File: src/mt_ctl_pkg.sv
/*
 Package for the multithreaded global control register: field positions,
 reset values, access codes and the TLB geometry used by the entry guard.
 Assumes a core clock and one asynchronous active-low processor reset.
*/
package mt_ctl_pkg;
   // ------------------------------------------------------------
   // Register field positions
   // ------------------------------------------------------------
   localparam int unsigned ENABLE_BIT = 0;
   localparam int unsigned CONFIG_BIT = 1;
   localparam int unsigned SHARE_BIT = 2;
   localparam int unsigned PART_BIT = 3;
   localparam int unsigned IMPL_LO = 16;
   localparam int unsigned IMPL_HI = 17;
   // ------------------------------------------------------------
   // Reset values
   // ------------------------------------------------------------
   localparam logic RST_ENABLE = 1'b0;
   localparam logic RST_CONFIG = 1'b0;
   localparam logic RST_SHARE = 1'b0;
   localparam logic RST_PART = 1'b0;
   localparam logic [1:0] RST_IMPL = 2'h0;
   // ------------------------------------------------------------
   // TLB and virtual processor geometry
   // ------------------------------------------------------------
   localparam int unsigned NUM_VP = 2;
   localparam int unsigned TLB_IDX_W = 5;
   localparam int unsigned NUM_WAYS = 4;
   localparam int unsigned CTX_W = 4;
   localparam int unsigned ASID_W = 8;
   // Virtual processor number width; the address space tag is asid plus vp number.
   localparam int unsigned VP_ID_W = 1;
   // ------------------------------------------------------------
   // Enable instruction codes
   // ------------------------------------------------------------
   typedef enum logic [1:0] {
      VP_OP_NONE = 2'b00,
      VP_OP_ENABLE = 2'b01,
      VP_OP_DISABLE = 2'b10
   } vp_op_type;
endpackage : mt_ctl_pkg

File: src/mt_global_control_reg.sv
/*
 Global control register of a multithreaded core with several virtual
 processors, with its effects on cache allocation, TLB sharing and issue.
 Assumes privileged register access strobes and index values arrive on clk.
*/
// Operation
// RULE1: Reserved fields read zero; software writes zeros to them.
// RULE2: Two-bit implementation field, meaning left to the processor.
// RULE3: Partition bit set lets way-exclusion fields steer cache allocation.
// RULE4: Partition bit clear makes allocation ignore all way-exclusion fields.
// RULE5: Shared-TLB bit changes only if configuration state was already set.
// RULE6: Sharing lets every TLB-capable processor use all entries, ignoring size.
// RULE7: Sharing unifies address and address-space tags across sharing processors.
// RULE8: Random writes never pick an entry held in a sharing valid index; the held pick can name one for a few cycles after the indexes change.
// RULE9: Software keeps unwired entries at least equal to sharing processors.
// RULE10: Software programs equal wired counts on all sharing processors.
// RULE11: Software programs segment control identically when sharing.
// RULE12: Software parks idle index registers invalid with probe failure set.
// RULE13: Configuration state bit unlocks preset fields; master processor only.
// RULE14: Enable bit set and cleared by instructions; master only; resets zero.
// RULE15: After disable only the issuing thread keeps issuing.
// RULE16: Software never sets configuration state and enable together.
// RULE17: Absent optional capabilities read zero and ignore writes.
module mt_global_control_reg
   import mt_ctl_pkg::*;
#(
   parameter bit HAS_PARTITION = 1'b1,
   parameter bit HAS_SHARE = 1'b1
)(
   // Clock and reset
   input wire logic clk,
   input wire logic rst_n,
   input wire logic clk_en,
   // Register access
   input wire logic reg_wr,
   input wire logic [31:0] reg_wdata,
   input wire logic master_vp_flag,
   input wire logic [VP_ID_W-1:0] req_vp,
   input wire logic [CTX_W-1:0] req_ctx,
   output logic [31:0] mt_global_control_reg_q,
   // Enable instructions
   input wire vp_op_type vp_op,
   // Cache partitioning
   input wire logic [NUM_VP*NUM_WAYS-1:0] icache_way_exclude,
   input wire logic [NUM_VP*NUM_WAYS-1:0] dcache_way_exclude,
   input wire logic [VP_ID_W-1:0] alloc_vp,
   output logic [NUM_WAYS-1:0] icache_alloc_mask_reg,
   output logic [NUM_WAYS-1:0] dcache_alloc_mask_reg,
   // TLB
   input wire logic [NUM_VP-1:0] vp_tlb_access,
   input wire logic [NUM_VP*TLB_IDX_W-1:0] vp_index,
   input wire logic [NUM_VP-1:0] vp_index_valid,
   input wire logic [TLB_IDX_W-1:0] wired_count,
   input wire logic [VP_ID_W-1:0] lookup_vp,
   input wire logic [ASID_W-1:0] lookup_asid,
   output logic [ASID_W+VP_ID_W-1:0] lookup_tag_reg,
   output logic [NUM_VP-1:0] full_tlb_vp_reg,
   output logic [TLB_IDX_W-1:0] random_tlb_write_index,
   // Issue control
   output logic multi_vp_enable_reg,
   output logic [CTX_W-1:0] sole_ctx_reg
);
   logic multi_vp_enable;
   logic config_state_flag;
   logic shared_tlb_enable;
   logic cache_partition_active;
   logic [1:0] impl_reg;
   logic write_taken;

   // ------------------------------------------------------------
   // Access qualification
   // ------------------------------------------------------------
   // The sharing, partition and implementation fields key off this one term, so that a
   // refused write is refused the same way by all of them.
   always_comb begin
      write_taken = clk_en && reg_wr && master_vp_flag; // RULE13
   end

   // ------------------------------------------------------------
   // Control fields
   // ------------------------------------------------------------
   // Enable and configuration bits: a write without the master flag is dropped.
   always_ff @(posedge clk or negedge rst_n) begin
      if (!rst_n) begin
         multi_vp_enable <= RST_ENABLE; // RULE14
         config_state_flag <= RST_CONFIG;
      end else if (clk_en) begin
         if (master_vp_flag) begin
            if (vp_op == VP_OP_ENABLE) begin
               multi_vp_enable <= 1'b1; // RULE14
            end else if (vp_op == VP_OP_DISABLE) begin
               multi_vp_enable <= 1'b0; // RULE14
            end else if (reg_wr) begin
               multi_vp_enable <= reg_wdata[ENABLE_BIT]; // RULE14
            end
            if (reg_wr) begin
               config_state_flag <= reg_wdata[CONFIG_BIT]; // RULE13
            end
         end
      end
   end

   // Sharing bit looks at the configuration state held before this write.
   always_ff @(posedge clk or negedge rst_n) begin
      if (!rst_n) begin
         shared_tlb_enable <= RST_SHARE;
      end else if (write_taken && config_state_flag) begin
         shared_tlb_enable <= HAS_SHARE & reg_wdata[SHARE_BIT]; // RULE5 RULE17
      end
   end

   always_ff @(posedge clk or negedge rst_n) begin
      if (!rst_n) begin
         cache_partition_active <= RST_PART;
         impl_reg <= RST_IMPL;
      end else if (write_taken) begin
         cache_partition_active <= HAS_PARTITION & reg_wdata[PART_BIT]; // RULE17
         impl_reg <= reg_wdata[IMPL_HI:IMPL_LO]; // RULE2
      end
   end

   // ------------------------------------------------------------
   // Read value
   // ------------------------------------------------------------
   // Reserved positions come out zero whatever was last written to them.
   function automatic logic [31:0] compose_read(input logic [1:0] impl,
                                                input logic part,
                                                input logic share,
                                                input logic cfg,
                                                input logic en);
      logic [31:0] w;
      w = '0; // RULE1
      w[IMPL_HI:IMPL_LO] = impl; // RULE2
      w[PART_BIT] = part;
      w[SHARE_BIT] = share;
      w[CONFIG_BIT] = cfg;
      w[ENABLE_BIT] = en;
      return w;
   endfunction : compose_read

   // Registered from the held fields, so a change shows here one edge after it lands.
   always_ff @(posedge clk or negedge rst_n) begin
      if (!rst_n) begin
         mt_global_control_reg_q <= '0;
      end else if (clk_en) begin
         mt_global_control_reg_q <= compose_read(impl_reg, cache_partition_active,
                                                 shared_tlb_enable, config_state_flag,
                                                 multi_vp_enable); // RULE1 RULE2
      end
   end

   // ------------------------------------------------------------
   // Cache allocation masks
   // ------------------------------------------------------------
   // A set exclude bit keeps that way out of allocation for the selected processor.
   function automatic logic [NUM_WAYS-1:0] allowed_ways(
      input logic [NUM_VP*NUM_WAYS-1:0] excl,
      input logic [VP_ID_W-1:0] vp
   );
      return ~excl[vp*NUM_WAYS +: NUM_WAYS];
   endfunction : allowed_ways

   // Reset and a clear partition bit both open every way, so a cold cache fills normally.
   always_ff @(posedge clk or negedge rst_n) begin
      if (!rst_n) begin
         icache_alloc_mask_reg <= '1;
         dcache_alloc_mask_reg <= '1;
      end else if (clk_en) begin
         if (cache_partition_active) begin
            icache_alloc_mask_reg <= allowed_ways(icache_way_exclude, alloc_vp); // RULE3
            dcache_alloc_mask_reg <= allowed_ways(dcache_way_exclude, alloc_vp); // RULE3
         end else begin
            icache_alloc_mask_reg <= '1; // RULE4
            dcache_alloc_mask_reg <= '1; // RULE4
         end
      end
   end

   // ------------------------------------------------------------
   // TLB sharing
   // ------------------------------------------------------------
   // Both outputs are registered, so lookups see a change of the sharing bit
   // one edge late; software flushes the TLB around such a change anyway.
   always_ff @(posedge clk or negedge rst_n) begin
      if (!rst_n) begin
         full_tlb_vp_reg <= '0;
         lookup_tag_reg <= '0;
      end else if (clk_en) begin
         full_tlb_vp_reg <= shared_tlb_enable ? vp_tlb_access : '0; // RULE6
         // Dropping the processor number from the tag merges address spaces.
         lookup_tag_reg <= {shared_tlb_enable ? {VP_ID_W{1'b0}} : lookup_vp,
                            lookup_asid}; // RULE7
      end
   end

   tlb_random_pick u_pick (
      .clk(clk),
      .rst_n(rst_n),
      .clk_en(clk_en),
      .wired_count(wired_count),
      .share_on(shared_tlb_enable),
      .vp_sharing(vp_tlb_access),
      .vp_index(vp_index),
      .vp_index_valid(vp_index_valid),
      .own_vp(req_vp),
      .pick_reg(random_tlb_write_index)
   ); // RULE8

   // ------------------------------------------------------------
   // Issue control
   // ------------------------------------------------------------
   // Clearing by a disable or a register write records the issuing context.
   // Other contexts stop only once the registered enable copy falls, so the
   // issuing thread needs a hazard barrier before it relies on being alone.
   always_ff @(posedge clk or negedge rst_n) begin
      if (!rst_n) begin
         multi_vp_enable_reg <= RST_ENABLE;
         sole_ctx_reg <= '0;
      end else if (clk_en) begin
         multi_vp_enable_reg <= multi_vp_enable;
         if (master_vp_flag && multi_vp_enable &&
             ((vp_op == VP_OP_DISABLE) ||
              (vp_op == VP_OP_NONE && reg_wr && !reg_wdata[ENABLE_BIT]))) begin
            sole_ctx_reg <= req_ctx; // RULE15
         end
      end
   end
endmodule : mt_global_control_reg

File: src/tlb_random_pick.sv
/*
 Random replacement picker for a shared TLB. It steps a free-running
 counter over the unwired entries and skips any entry that a sharing
 virtual processor holds in a valid index register.
 Assumes the index values come from logic on the same clock.
*/
module tlb_random_pick
   import mt_ctl_pkg::*;
(
   // Clock and reset
   input wire logic clk,
   input wire logic rst_n,
   input wire logic clk_en,
   // Configuration
   input wire logic [TLB_IDX_W-1:0] wired_count,
   input wire logic share_on,
   input wire logic [NUM_VP-1:0] vp_sharing,
   input wire logic [NUM_VP*TLB_IDX_W-1:0] vp_index,
   input wire logic [NUM_VP-1:0] vp_index_valid,
   input wire logic [VP_ID_W-1:0] own_vp,
   // Result
   output logic [TLB_IDX_W-1:0] pick_reg
);
   logic [TLB_IDX_W-1:0] count_reg;
   logic [TLB_IDX_W-1:0] count_next;
   logic [NUM_VP-1:0] hit;

   // ------------------------------------------------------------
   // Protected entry compare
   // ------------------------------------------------------------
   function automatic logic [TLB_IDX_W-1:0] wrap_step(input logic [TLB_IDX_W-1:0] v,
                                                    input logic [TLB_IDX_W-1:0] lo);
      logic [TLB_IDX_W-1:0] r;
      r = v + 1'b1;
      if (r < lo) begin
         r = lo;
      end
      return r;
   endfunction : wrap_step

   // Without sharing only the own index matters, as in a private TLB.
   genvar g;
   generate
      for (g = 0; g < NUM_VP; g++) begin : g_hit
         assign hit[g] = vp_index_valid[g] &&
                         (share_on ? vp_sharing[g] : (own_vp == VP_ID_W'(g))) &&
                         (vp_index[g*TLB_IDX_W +: TLB_IDX_W] == count_reg); // RULE8
      end
   endgenerate

   always_comb begin
      count_next = wrap_step(count_reg, wired_count);
   end

   // ------------------------------------------------------------
   // Counter and pick
   // ------------------------------------------------------------
   always_ff @(posedge clk or negedge rst_n) begin
      if (!rst_n) begin
         count_reg <= '0;
      end else if (clk_en) begin
         count_reg <= count_next;
      end
   end

   // The pick only updates on an entry free at that edge; it can name a held one after the index values change.
   always_ff @(posedge clk or negedge rst_n) begin
      if (!rst_n) begin
         pick_reg <= '1;
      end else if (clk_en && (hit == '0) && (count_reg >= wired_count)) begin
         pick_reg <= count_reg; // RULE8
      end
   end
endmodule : tlb_random_pick
File: config.mk
export PLATFORM = sky130hd
export DESIGN_NAME = mt_global_control_reg
export DESIGN_NICKNAME = d
export VERILOG_FILES = /design/src/mt_ctl_pkg.sv /design/src/mt_global_control_reg.sv /design/src/tlb_random_pick.sv
export SDC_FILE = /design/constraint.sdc
export NUM_CORES = 1
export LEC_CHECK = 0
export BUFFER_PORTS_ARGS = -buffer_cell sky130_fd_sc_hd__buf_2
export CORE_AREA = 4 4 81 83
export DETAILED_ROUTE_END_ITERATION = 7
export DIE_AREA = 0 0 85 87
export HOLD_SLACK_MARGIN = 0.15
export PLACE_DENSITY = 0.76
export SLEW_MARGIN = 30
export SYNTH_ARGS = -nofsm -noshare
export SYNTH_HDL_FRONTEND = slang
export SYNTH_SLANG_ARGS = --single-unit
File: constraint.sdc
create_clock -name clk -period 2.9 [get_ports clk]
set_clock_uncertainty 0.2 [all_clocks]
set_input_delay 0.435 -clock clk [delete_from_list [all_inputs] [get_ports clk]]
set_output_delay 0.435 -clock clk [all_outputs]
set_load 0.03 [all_outputs]
**After elaboration in Yosys (flattened, before gate mapping)**

Cells that the tools add are included.

- Register bits after elaboration: 46
- Input bits: 89
- Output and inout bits: 61

- $add $sub $neg: 1
- Order comparisons: 2
- Equality and inequality tests: 4
- Shift operators: 2
- Muxes and demuxes: 10
- Bitwise gates (word level): 3
- Reduce and logical (&&, ||, !) cells: 21

Operator list:

| operator | count |
|---|---|
| 8-bit by 4-bit indexed part select with 4-bit output | 2 |
| 1-bit logical AND | 13 |
| 5-bit == test | 2 |
| 4-bit 2-to-1 mux | 2 |
| 4-bit inverter | 2 |
| 1-bit 2-to-1 mux | 6 |
| 3-bit AND reduction | 2 |
| 5-bit by 1-bit adder with 5-bit output, second input constant | 1 |
| 5-bit greater-or-equal comparator | 1 |
| 5-bit < comparator | 1 |
| 5-bit 2-to-1 mux | 1 |
| 2-bit zero test | 2 |
| 3-bit nonzero test | 1 |
| 2-bit by 1-bit == test with 1-bit output, second input constant | 1 |
| 2-bit == test, second input constant | 1 |
| 2-bit 2-to-1 mux | 1 |
| 2-bit AND reduction | 1 |
| 1-bit zero test | 1 |
| 1-bit logical OR | 1 |
| 1-bit inverter | 1 |

**Depth between registers and ports, before layout**

Gate-level depths: netlist of run 1.

- Word-level depth: 7
- Gate-level depth with buffers: 7

**Cells and area by module**

From an unflattened synthesis of run 1, not the netlist that was laid out.

- Cells, all modules: 223
- Area, all modules: 2,576.2 um2

By module, submodules not included:

| module | instances | cells each | area each (um2) | sequential area each (um2) |
|---|---|---|---|---|
| mt_global_control_reg | 1 | 130 | 1,662.8 | 885.8 |
| tlb_random_pick | 1 | 93 | 913.4 | 256.5 |

**Least setup slack after synthesis of run 1**

Ideal clock, no wire load.

- Kind: register to register
- Start: register u_pick.count_reg[0]
- End: register u_pick.count_reg[2]
- Setup time: 0.126 ns
- Arrival time: 2.040 ns
- Data required time: 2.574 ns
- Slack: 0.534 ns
- Stages on the path, launching flop included: 8
- Cells stage by stage: dfrtp_1 ha_1 ha_1 nor2b_1 o21a_1 o211ai_1 a22oi_1 a311o_1

- Longest elaborated chain between the ends: 3

Ends and longest elaborated chain:

| what | RTL line | text |
|---|---|---|
| from (decl) | tlb_random_pick.sv:24 | `logic [TLB_IDX_W-1:0] count_reg;` |
| from (signal assigned) | tlb_random_pick.sv:62 | `count_reg <= count_next;` |
| 5-bit by 1-bit adder with 5-bit output (*) | tlb_random_pick.sv:34 | `r = v + 1'b1;` |
| 5-bit < comparator | tlb_random_pick.sv:35 | `if (r < lo) begin` |
| 5-bit 2-to-1 mux (*) | tlb_random_pick.sv:35 |  |

Mark *: on every way between the ends. The rest lies on a longest branch, timed or not.
A chain may end at the register's enable or synchronous reset.

**Final worst setup path of run 1**

- Start: register u_pick.count_reg[0]
- End: register u_pick.count_reg[3]

Same word-level chain as after synthesis.

==> metrics, run 1 <==
run status=finished clean; Global Route Usage Sum=15.3%; Seq pwr share=38.2%; Hold Startpoint=req_ctx[3]; total gr overflow=0; HP Class=in2reg; Worst Slack Setup Final=0.210 ns; I/O pins=150; Hold EP=sole_ctx_reg[3]$_DFFE_PN0P_; Pleak=0.00155 uW; # nets final=425; vias in the first global route=1937; Cells after Synth=225; port buffer count=97; Yosys cell types=36; sequential cell area=1140 sq um; largest net degree at the start of global routing=41; postcts setup bufs=0; fin crit share=92.8%; R2R Path End=u_pick.count_reg[3]$_DFFE_PN0P_; pre-CTS setup slack=0.217 ns; Synth Flop Type=dfrtp_1; syn avg cell area=11.2 sq um; initial antenna violation count=0; DR pass1 iterations=4; Top Metal Used=met4; TritonCTS Sinks=45; internal power=1580 uW; crit path DAT=2.68 ns; final wirelength=5450 um; met3 WL=474 um; most frequent cells in the layout=buf_2 (96), dfrtp_1 (32), mux2_2 (27), conb_1 (26), dfstp_2 (13); Layout fillers=550; routability cong.=0.829; clock buffer depth=2; Worst slew margin=65.8%; Seq/Total Area, Yosys=45.2%; Cell Pwr Density=829 nW/um^2; Die Span Y=87 um; initial core utilization=43.2%; core box area=5850 sq um; crit path max fanout=7; crit start category=flip-flop; insertion delay to the later sink of the worst-skew pair=0.29 ns; endpoints failing hold=0; CTS tree=yes; Yosys warning count=0; worst reg-to-reg path cell count=7; RSZ-0062 raised after global routing=no; start of the worst register-to-register path=u_pick.count_reg[0]$_DFFE_PN0P_; Routed WL per cell=13.6 um; dpl hpwl=4310 um; Die Wd=85 um; multi-input logic area=1200 sq um; Area Overhead vs Synth=24.5%; H-tree Lvls=2; Slew Viols, Final=0; combinational share of power=42.7%; WS Path Type=reg2reg; root buf cell=clkbuf_8; Post-synth ARST share=100%; Num CTS Buffers=5; first-pass GRT wire length=9160 um; initial drt markers=42; CP endpoint kind=flip-flop; EDFF count, synth=0; Vias=1976; Via-to-Cell Ratio=4.93; Worst IR Drop VDD=0.411 mV; commonest non-fill, non-tap cell in the layout=buf_2; Sw Share=39.5%; WL met2=2690 um; total power=2610 uW; layout cells sized above 1=46.9%; Tightest Pin Transition=0.511 ns; Register-to-Register Setup Slack=0.21 ns; Routed Antenna Nets=0; Max Freq=372 MHz; DR DRC count=0; wire length on met1=2210 um; Antenna Cells=0; Rows=28; CP required=2.89 ns; # setup viols final=0; Post-Route Setup TNS=0 ns; clk slew on worst S/H paths=0.09 ns; maxcap violations=0; max reg flops=9; area of the die=7400 sq um; clock power share=19.0%; Mapped Area=2530 sq um; crit path time final=2.69 ns; Yosys reg bits=45; switching pwr=1030 uW; Hold Crit Depth=2
[per-layer routing]
metal | up-vias | global-route usage (%)
met1 | 943 | 18.8
met5 | - | 0
met2 | 86 | 26.3
met4 | 0 | 5.04
met3 | 8 | 3.78
li1 | 939 | -
[area by class of cell]
cell class / count / area share (%)
Multi-Input combinational cell: 157 / 38.0
Sequential cell: 45 / 36.3
Timing Repair Buffer: 104 / 17.4
Tap cell: 75 / 2.98
Clock buffer: 6 / 2.63
Inverter: 12 / 1.43
Clock inverter: 2 / 1.19
[kinds of logic (layout without fill, tap and decap cells)]
family,after synthesis,in the layout,synth area share (%)
AOI/OAI and AO/OA,35,35,10.2
xor gates and xnor gates,13,13,4.50
adders and majority gates,11,11,5.45
buffers and inverters,48,124,11.3
DFF,45,45,45.2
muxes,35,35,15.2
other,1,26,0.148
and+or+nand+nor,37,37,7.97
[cell usage after synthesis, types with 2 or more instances]
library cell | instances | area share (%)
dfstp_2 | 13 | 14
buf_4 | 27 | 8.0
nor2b_1 | 5 | 1.2
ha_1 | 11 | 5.4
buf_2 | 4 | 0.79
o22a_1 | 8 | 2.8
dfrtp_1 | 32 | 32
a22oi_1 | 3 | 0.89
nand3b_1 | 2 | 0.59
nor2_1 | 4 | 0.59
nand4_1 | 3 | 0.74
nand2_1 | 7 | 1.0
a21oi_1 | 7 | 1.4
inv_1 | 12 | 1.8
a311o_1 | 4 | 1.6
o21ai_0 | 6 | 1.2
nand3_1 | 9 | 1.8
mux2i_1 | 8 | 3.2
or3b_2 | 2 | 0.69
mux2_2 | 27 | 12
xnor2_1 | 8 | 2.8
xor2_1 | 5 | 1.7
nand2b_1 | 2 | 0.49
buf_1 | 4 | 0.59
[per-stage QoR]
stage | instance area [sq um] | hold WS, ns | util [%] | std cells
after floorplan | 2620 | -0.0606 | - | 250
after global placement | 2990 | 0.283 | 51.1 | 390
after detailed placement | 2990 | 0.290 | 51.1 | 390
after CTS | 3130 | 0.153 | 53.5 | 400
after global routing | 3150 | 0.151 | 53.8 | 401
final | 3150 | 0.166 | 53.8 | 401
[power groups by stage]
stage,combinational [uW],clock (uW),sequential (uW)
5_1_grt,1240,541,1030
3_5_place_dp,1100,0,1010
3_3_place_gp,1070,0,1000
2_1_floorplan,676,0,1170
4_1_cts,1120,513,999
6_report,1110,496,997
[repair_timing]
item | 4_1_cts | 5_1_grt
setup endpoints to repair | 0 | 2
gates resized for setup | 0 | 1
hold buffers | 2 | 1
hold endpoints to repair | 33 | 1
[worst max-delay path by stage]
stage	startpoint	to	slack [ns]	depth (start not counted)
floorplan	u_pick.count_reg[0]$_DFFE_PN0P_	u_pick.count_reg[2]$_DFFE_PN0P_	0.53	7
global placement	u_pick.count_reg[0]$_DFFE_PN0P_	u_pick.count_reg[2]$_DFFE_PN0P_	0.29	7
detailed placement	u_pick.count_reg[0]$_DFFE_PN0P_	u_pick.count_reg[3]$_DFFE_PN0P_	0.22	7
CTS	u_pick.count_reg[0]$_DFFE_PN0P_	u_pick.count_reg[3]$_DFFE_PN0P_	0.19	7
global route	u_pick.count_reg[0]$_DFFE_PN0P_	u_pick.count_reg[2]$_DFFE_PN0P_	0.0005	7
finish	u_pick.count_reg[0]$_DFFE_PN0P_	u_pick.count_reg[3]$_DFFE_PN0P_	0.21	7
[worst max-delay path: stages, from the launching register on]
cell and delay (ns):
dfrtp_1 0.50, ha_1 0.36, ha_1 0.28, nor2b_1 0.13, o21a_1 0.17, o211ai_1 0.43, a22oi_1 0.18, a311o_1 0.34
No activity file was read; power rests on OpenSTA's default activity.
==> inputs of run 2 (changes only) <==
Settings changed: MAX_ROUTING_LAYER from default to met4.
==> metrics, run 2 (synthesis gave the netlist of run 1 again) <==
DR DRC count=0; layout cells sized above 1=46.8%; most frequent cells in the layout=buf_2 (96), dfrtp_1 (32), mux2_2 (27), conb_1 (26), dfstp_2 (13); Worst slew margin=65.8%; Sw Share=39.4%; non-filler instance count after layout=402; Tightest Pin Transition=0.511 ns; CTS tree=yes; Area Overhead vs Synth=24.9%; endpoints failing hold=0; final core utilization=53.9%; combinational share of power=42.8%; CP endpoint kind=flip-flop; total power=2610 uW; root buf cell=clkbuf_8; Worst Path Buf+Inv=0; critical path cell sequence=ha_1, ha_1, nor2b_1, o21a_1, o211ai_1, a22oi_1, a311o_1; placed cells=390; maxcap violations=0; initial drt markers=46; Cell Pwr Density=826 nW/um^2; switching pwr=1030 uW; initial core utilization=43.2%; port buffer count=97; area of the die=7400 sq um; Die Wd=85 um; Max Freq=372 MHz; Slew Viols, Final=0; TritonCTS Sinks=45; postcts setup bufs=0; final wirelength=5500 um; sequential cell area=1140 sq um; crit path DAT=2.67 ns; CP dominant cell by count=ha_1; CP max-delay cell=dfrtp_1; clock power share=19.0%; commonest non-fill, non-tap cell in the layout=buf_2; Rows=28; Routed WL per cell=13.7 um; Crit path largest cell delay=0.50 ns; run status=finished clean; Pleak=0.00155 uW; clock buffer depth=2; core box area=5850 sq um; vias in the first global route=1941; crit path max fanout=7; initial antenna violation count=0; internal power=1580 uW; insertion delay to the later sink of the worst-skew pair=0.29 ns; dpl hpwl=4310 um; Vias=1989; largest net degree at the start of global routing=41; # setup viols final=0; Num CTS Buffers=5; Worst IR Drop VDD=0.411 mV; total gr overflow=0; clk slew on worst S/H paths=0.09 ns; # nets final=426; RSZ-0062 raised after global routing=no; routability cong.=0.842; Layout fillers=549; multi-input logic area=1200 sq um; first-pass GRT wire length=9140 um; I/O pins=150; Via-to-Cell Ratio=4.95; Die Span Y=87 um; crit path time final=2.69 ns; HP Class=in2reg; CP delay by family, top=compound AO/OA/AOI/OAI gates; DR pass1 iterations=4; Seq pwr share=38.2%; fin crit share=92.7%; Global Route Usage Sum=15.7%; hold slack=0.166 ns; Antenna Cells=0; max reg flops=9; Post-Route Setup TNS=0 ns; CP required=2.89 ns; WS Path Type=reg2reg; crit start category=flip-flop; H-tree Lvls=2; Routed Antenna Nets=0
[run 2: worst paths after layout]
path	depth (start not counted)	startpoint	slack [ns]	end
worst min register to register	1	mt_global_control_reg_q[2]$_DFFE_PN0P_	0.30	mt_global_control_reg_q[2]$_DFFE_PN0P_
worst max-delay path	7	u_pick.count_reg[0]$_DFFE_PN0P_	0.21	u_pick.count_reg[3]$_DFFE_PN0P_
worst max register to register	7	u_pick.count_reg[0]$_DFFE_PN0P_	0.21	u_pick.count_reg[3]$_DFFE_PN0P_
max in group asynchronous	3	rst_n	1.46	icache_alloc_mask_reg[1]$_DFFE_PN1P_
worst min-delay path	2	lookup_asid[0]	0.17	lookup_tag_reg[0]$_DFFE_PN0P_
min in group asynchronous	2	rst_n	0.43	full_tlb_vp_reg[1]$_DFFE_PN0P_
[run 2: what timing repair did]
item | in CTS | in global routing
setup endpoints to repair | 0 | 2
hold buffers | 2 | 2
endpoints found under the hold margin | 33 | 2
resized for setup | 0 | 1
[run 2: area by class of cell]
| cell class | count | area share, % |
|---|---|---|
| Inverter | 12 | 1.43 |
| Multi-Input combinational cell | 157 | 37.9 |
| Timing Repair Buffer | 105 | 17.7 |
| Clock buffer | 6 | 2.62 |
| Sequential cell | 45 | 36.2 |
| Tap cell | 75 | 2.97 |
| Clock inverter | 2 | 1.19 |
[run 2: power groups by stage]
stage / Combinational (uW) / Clock, uW / Sequential, uW
floorplan: 676 / 0 / 1170
detailed placement: 1100 / 0 / 1010
global route: 1240 / 540 / 1030
global placement: 1070 / 0 / 1000
CTS: 1120 / 513 / 999
finish: 1120 / 494 / 997
[run 2: layer usage]
| metal | GRT usage, % | up-vias | part of all wire (%) |
|---|---|---|---|
| li1 | - | 942 | - |
| met2 | 26.3 | 93 | 49 |
| met5 | - | - | 0 |
| met1 | 18.6 | 942 | 40 |
| met3 | 3.88 | 12 | 9.1 |
| met4 | 5.04 | 0 | 1.9 |
[run 2: metrics by stage]
| stage | worst slack, ns | instance area, sq um |
|---|---|---|
| after floorplan | 0.534 | 2620 |
| after global placement | 0.286 | 2990 |
| after detailed placement | 0.217 | 2990 |
| after CTS | 0.186 | 3130 |
| after global routing | 0.000485 | 3160 |
| final | 0.211 | 3160 |
==> inputs of run 3 (changes only) <==
Settings changed: BUFFER_PORTS_ARGS -buffer_cell sky130_fd_sc_hd__buf_2 to -buffer_cell sky130_fd_sc_hd__buf_4.
==> metrics, run 3 (synthesis gave the netlist of run 1 again) <==
# setup viols final=0; Tightest Pin Transition=0.563 ns; Die Wd=85 um; Global Route Usage Sum=15.9%; final wirelength=5580 um; DR pass1 iterations=4; H-tree Lvls=2; non-filler instance count after layout=397; Max Freq=375 MHz; commonest non-fill, non-tap cell in the layout=buf_4; crit path max fanout=7; endpoints failing hold=0; CP max-delay cell=dfrtp_1; crit path DAT=2.65 ns; first-pass GRT wire length=9300 um; Post-Route Setup TNS=0 ns; Layout fillers=497; total power=2550 uW; Worst IR Drop VDD=0.384 mV; insertion delay to the later sink of the worst-skew pair=0.29 ns; Routed Antenna Nets=0; start of the worst register-to-register path=u_pick.count_reg[1]$_DFFE_PN0P_; initial core utilization=43.2%; Antenna Cells=0; Rows=28; Num CTS Buffers=5; CP endpoint kind=flip-flop; clk slew on worst S/H paths=0.08 ns; crit path to=u_pick.count_reg[3]$_DFFE_PN0P_; Pleak=0.00159 uW; HP Class=in2reg; Cell Pwr Density=771 nW/um^2; Slew Viols, Final=0; Register-to-Register Setup Slack=0.23 ns; root buf cell=clkbuf_8; placed cells=387; Crit. Startpoint=u_pick.count_reg[1]$_DFFE_PN0P_; worst reg-to-reg path cell count=7; port buffer count=97; Area Overhead vs Synth=31.1%; WS Path Type=reg2reg; Worst slew margin=62.4%; # nets final=421; Die Span Y=87 um; initial antenna violation count=0; clock buffer depth=2; post-CTS sizing=0; DR DRC count=0; fin crit share=92.0%; Routed WL per cell=14.0 um; Vias=1933; CP dominant cell by count=ha_1; TritonCTS Sinks=45; most frequent cells in the layout=buf_4 (98), dfrtp_1 (32), mux2_2 (27), conb_1 (26), dfstp_2 (13); multi-input logic area=1190 sq um; RSZ-0062 raised after global routing=no; R2R Path End=u_pick.count_reg[3]$_DFFE_PN0P_; maxcap violations=0; total gr overflow=0; area of the die=7400 sq um; core box area=5850 sq um; dpl hpwl=4340 um; CP required=2.88 ns; max reg flops=9; critical path cell sequence=ha_1, nand3_1, xnor2_1, ha_1, a21oi_1, a22oi_1, a311o_1; routability cong.=0.792; vias in the first global route=2050; initial drt markers=62; layout cells sized above 1=45.7%; largest net degree at the start of global routing=46; run status=finished clean; hold slack=0.169 ns; final core utilization=56.6%; sequential cell area=1140 sq um; I/O pins=150; crit path time final=2.67 ns; Via-to-Cell Ratio=4.87; crit start category=flip-flop; Crit path largest cell delay=0.52 ns; CTS tree=yes
[run 3: how the worst min path moves through the flow]
| stage | start | end | slack, ns | depth (start not counted) |
|---|---|---|---|---|
| floorplan | rst_n | cache_partition_active$_DFFE_PN0P_ | -0.06 | 0 |
| global placement | rst_n | u_pick.count_reg[4]$_DFFE_PN0P_ | 0.28 | 1 |
| detailed placement | rst_n | u_pick.count_reg[4]$_DFFE_PN0P_ | 0.28 | 1 |
| CTS | req_ctx[1] | sole_ctx_reg[1]$_DFFE_PN0P_ | 0.16 | 2 |
| global route | reg_wdata[16] | impl_reg[0]$_DFFE_PN0P_ | 0.16 | 2 |
| finish | req_ctx[2] | sole_ctx_reg[2]$_DFFE_PN0P_ | 0.17 | 2 |
[run 3: timing repair]
action,CTS,global route
hold buffers,2,0
buffers inserted,0,0
hold endpoints to repair,33,0
[run 3: worst max-delay path: cells and delay by family (launching register included)]
| kind | cells | cell delay (ns) |
|---|---|---|
| compound gates | 3 | 0.93 |
| fa+ha+maj | 2 | 0.59 |
| flops | 1 | 0.52 |
| xor+xnor | 1 | 0.16 |
| simple gates | 1 | 0.15 |
[run 3: routing by layer]
layer	part of all wire, %	up-vias	global-route usage [%]
met4	0.91	0	3.60
met1	40	925	18.1
met5	0	-	-
met3	8.0	6	3.60
met2	51	78	28.5
li1	-	924	-
[run 3: metrics by stage]
step,setup WS [ns],instance area [sq um]
2_1_floorplan,0.534,2620
6_report,0.233,3310
4_1_cts,0.216,3310
3_3_place_gp,0.269,3210
3_5_place_dp,0.229,3210
5_1_grt,0.0143,3310
[run 3: power by group]
group          internal (uW)  switching, uW  total (uW)
Sequential               828            176        1000
Combinational            545            635        1180
Clock                    171            201         371
Total                   1540           1010        2550
[run 3: cell type report]
class	count	area share, %
clock buffer	7	2.30
sequential	45	34.5
multi-input combinational	157	36.0
clock inverter	1	0.227
timing repair buffer	100	22.8
tap	75	2.83
inverter	12	1.36
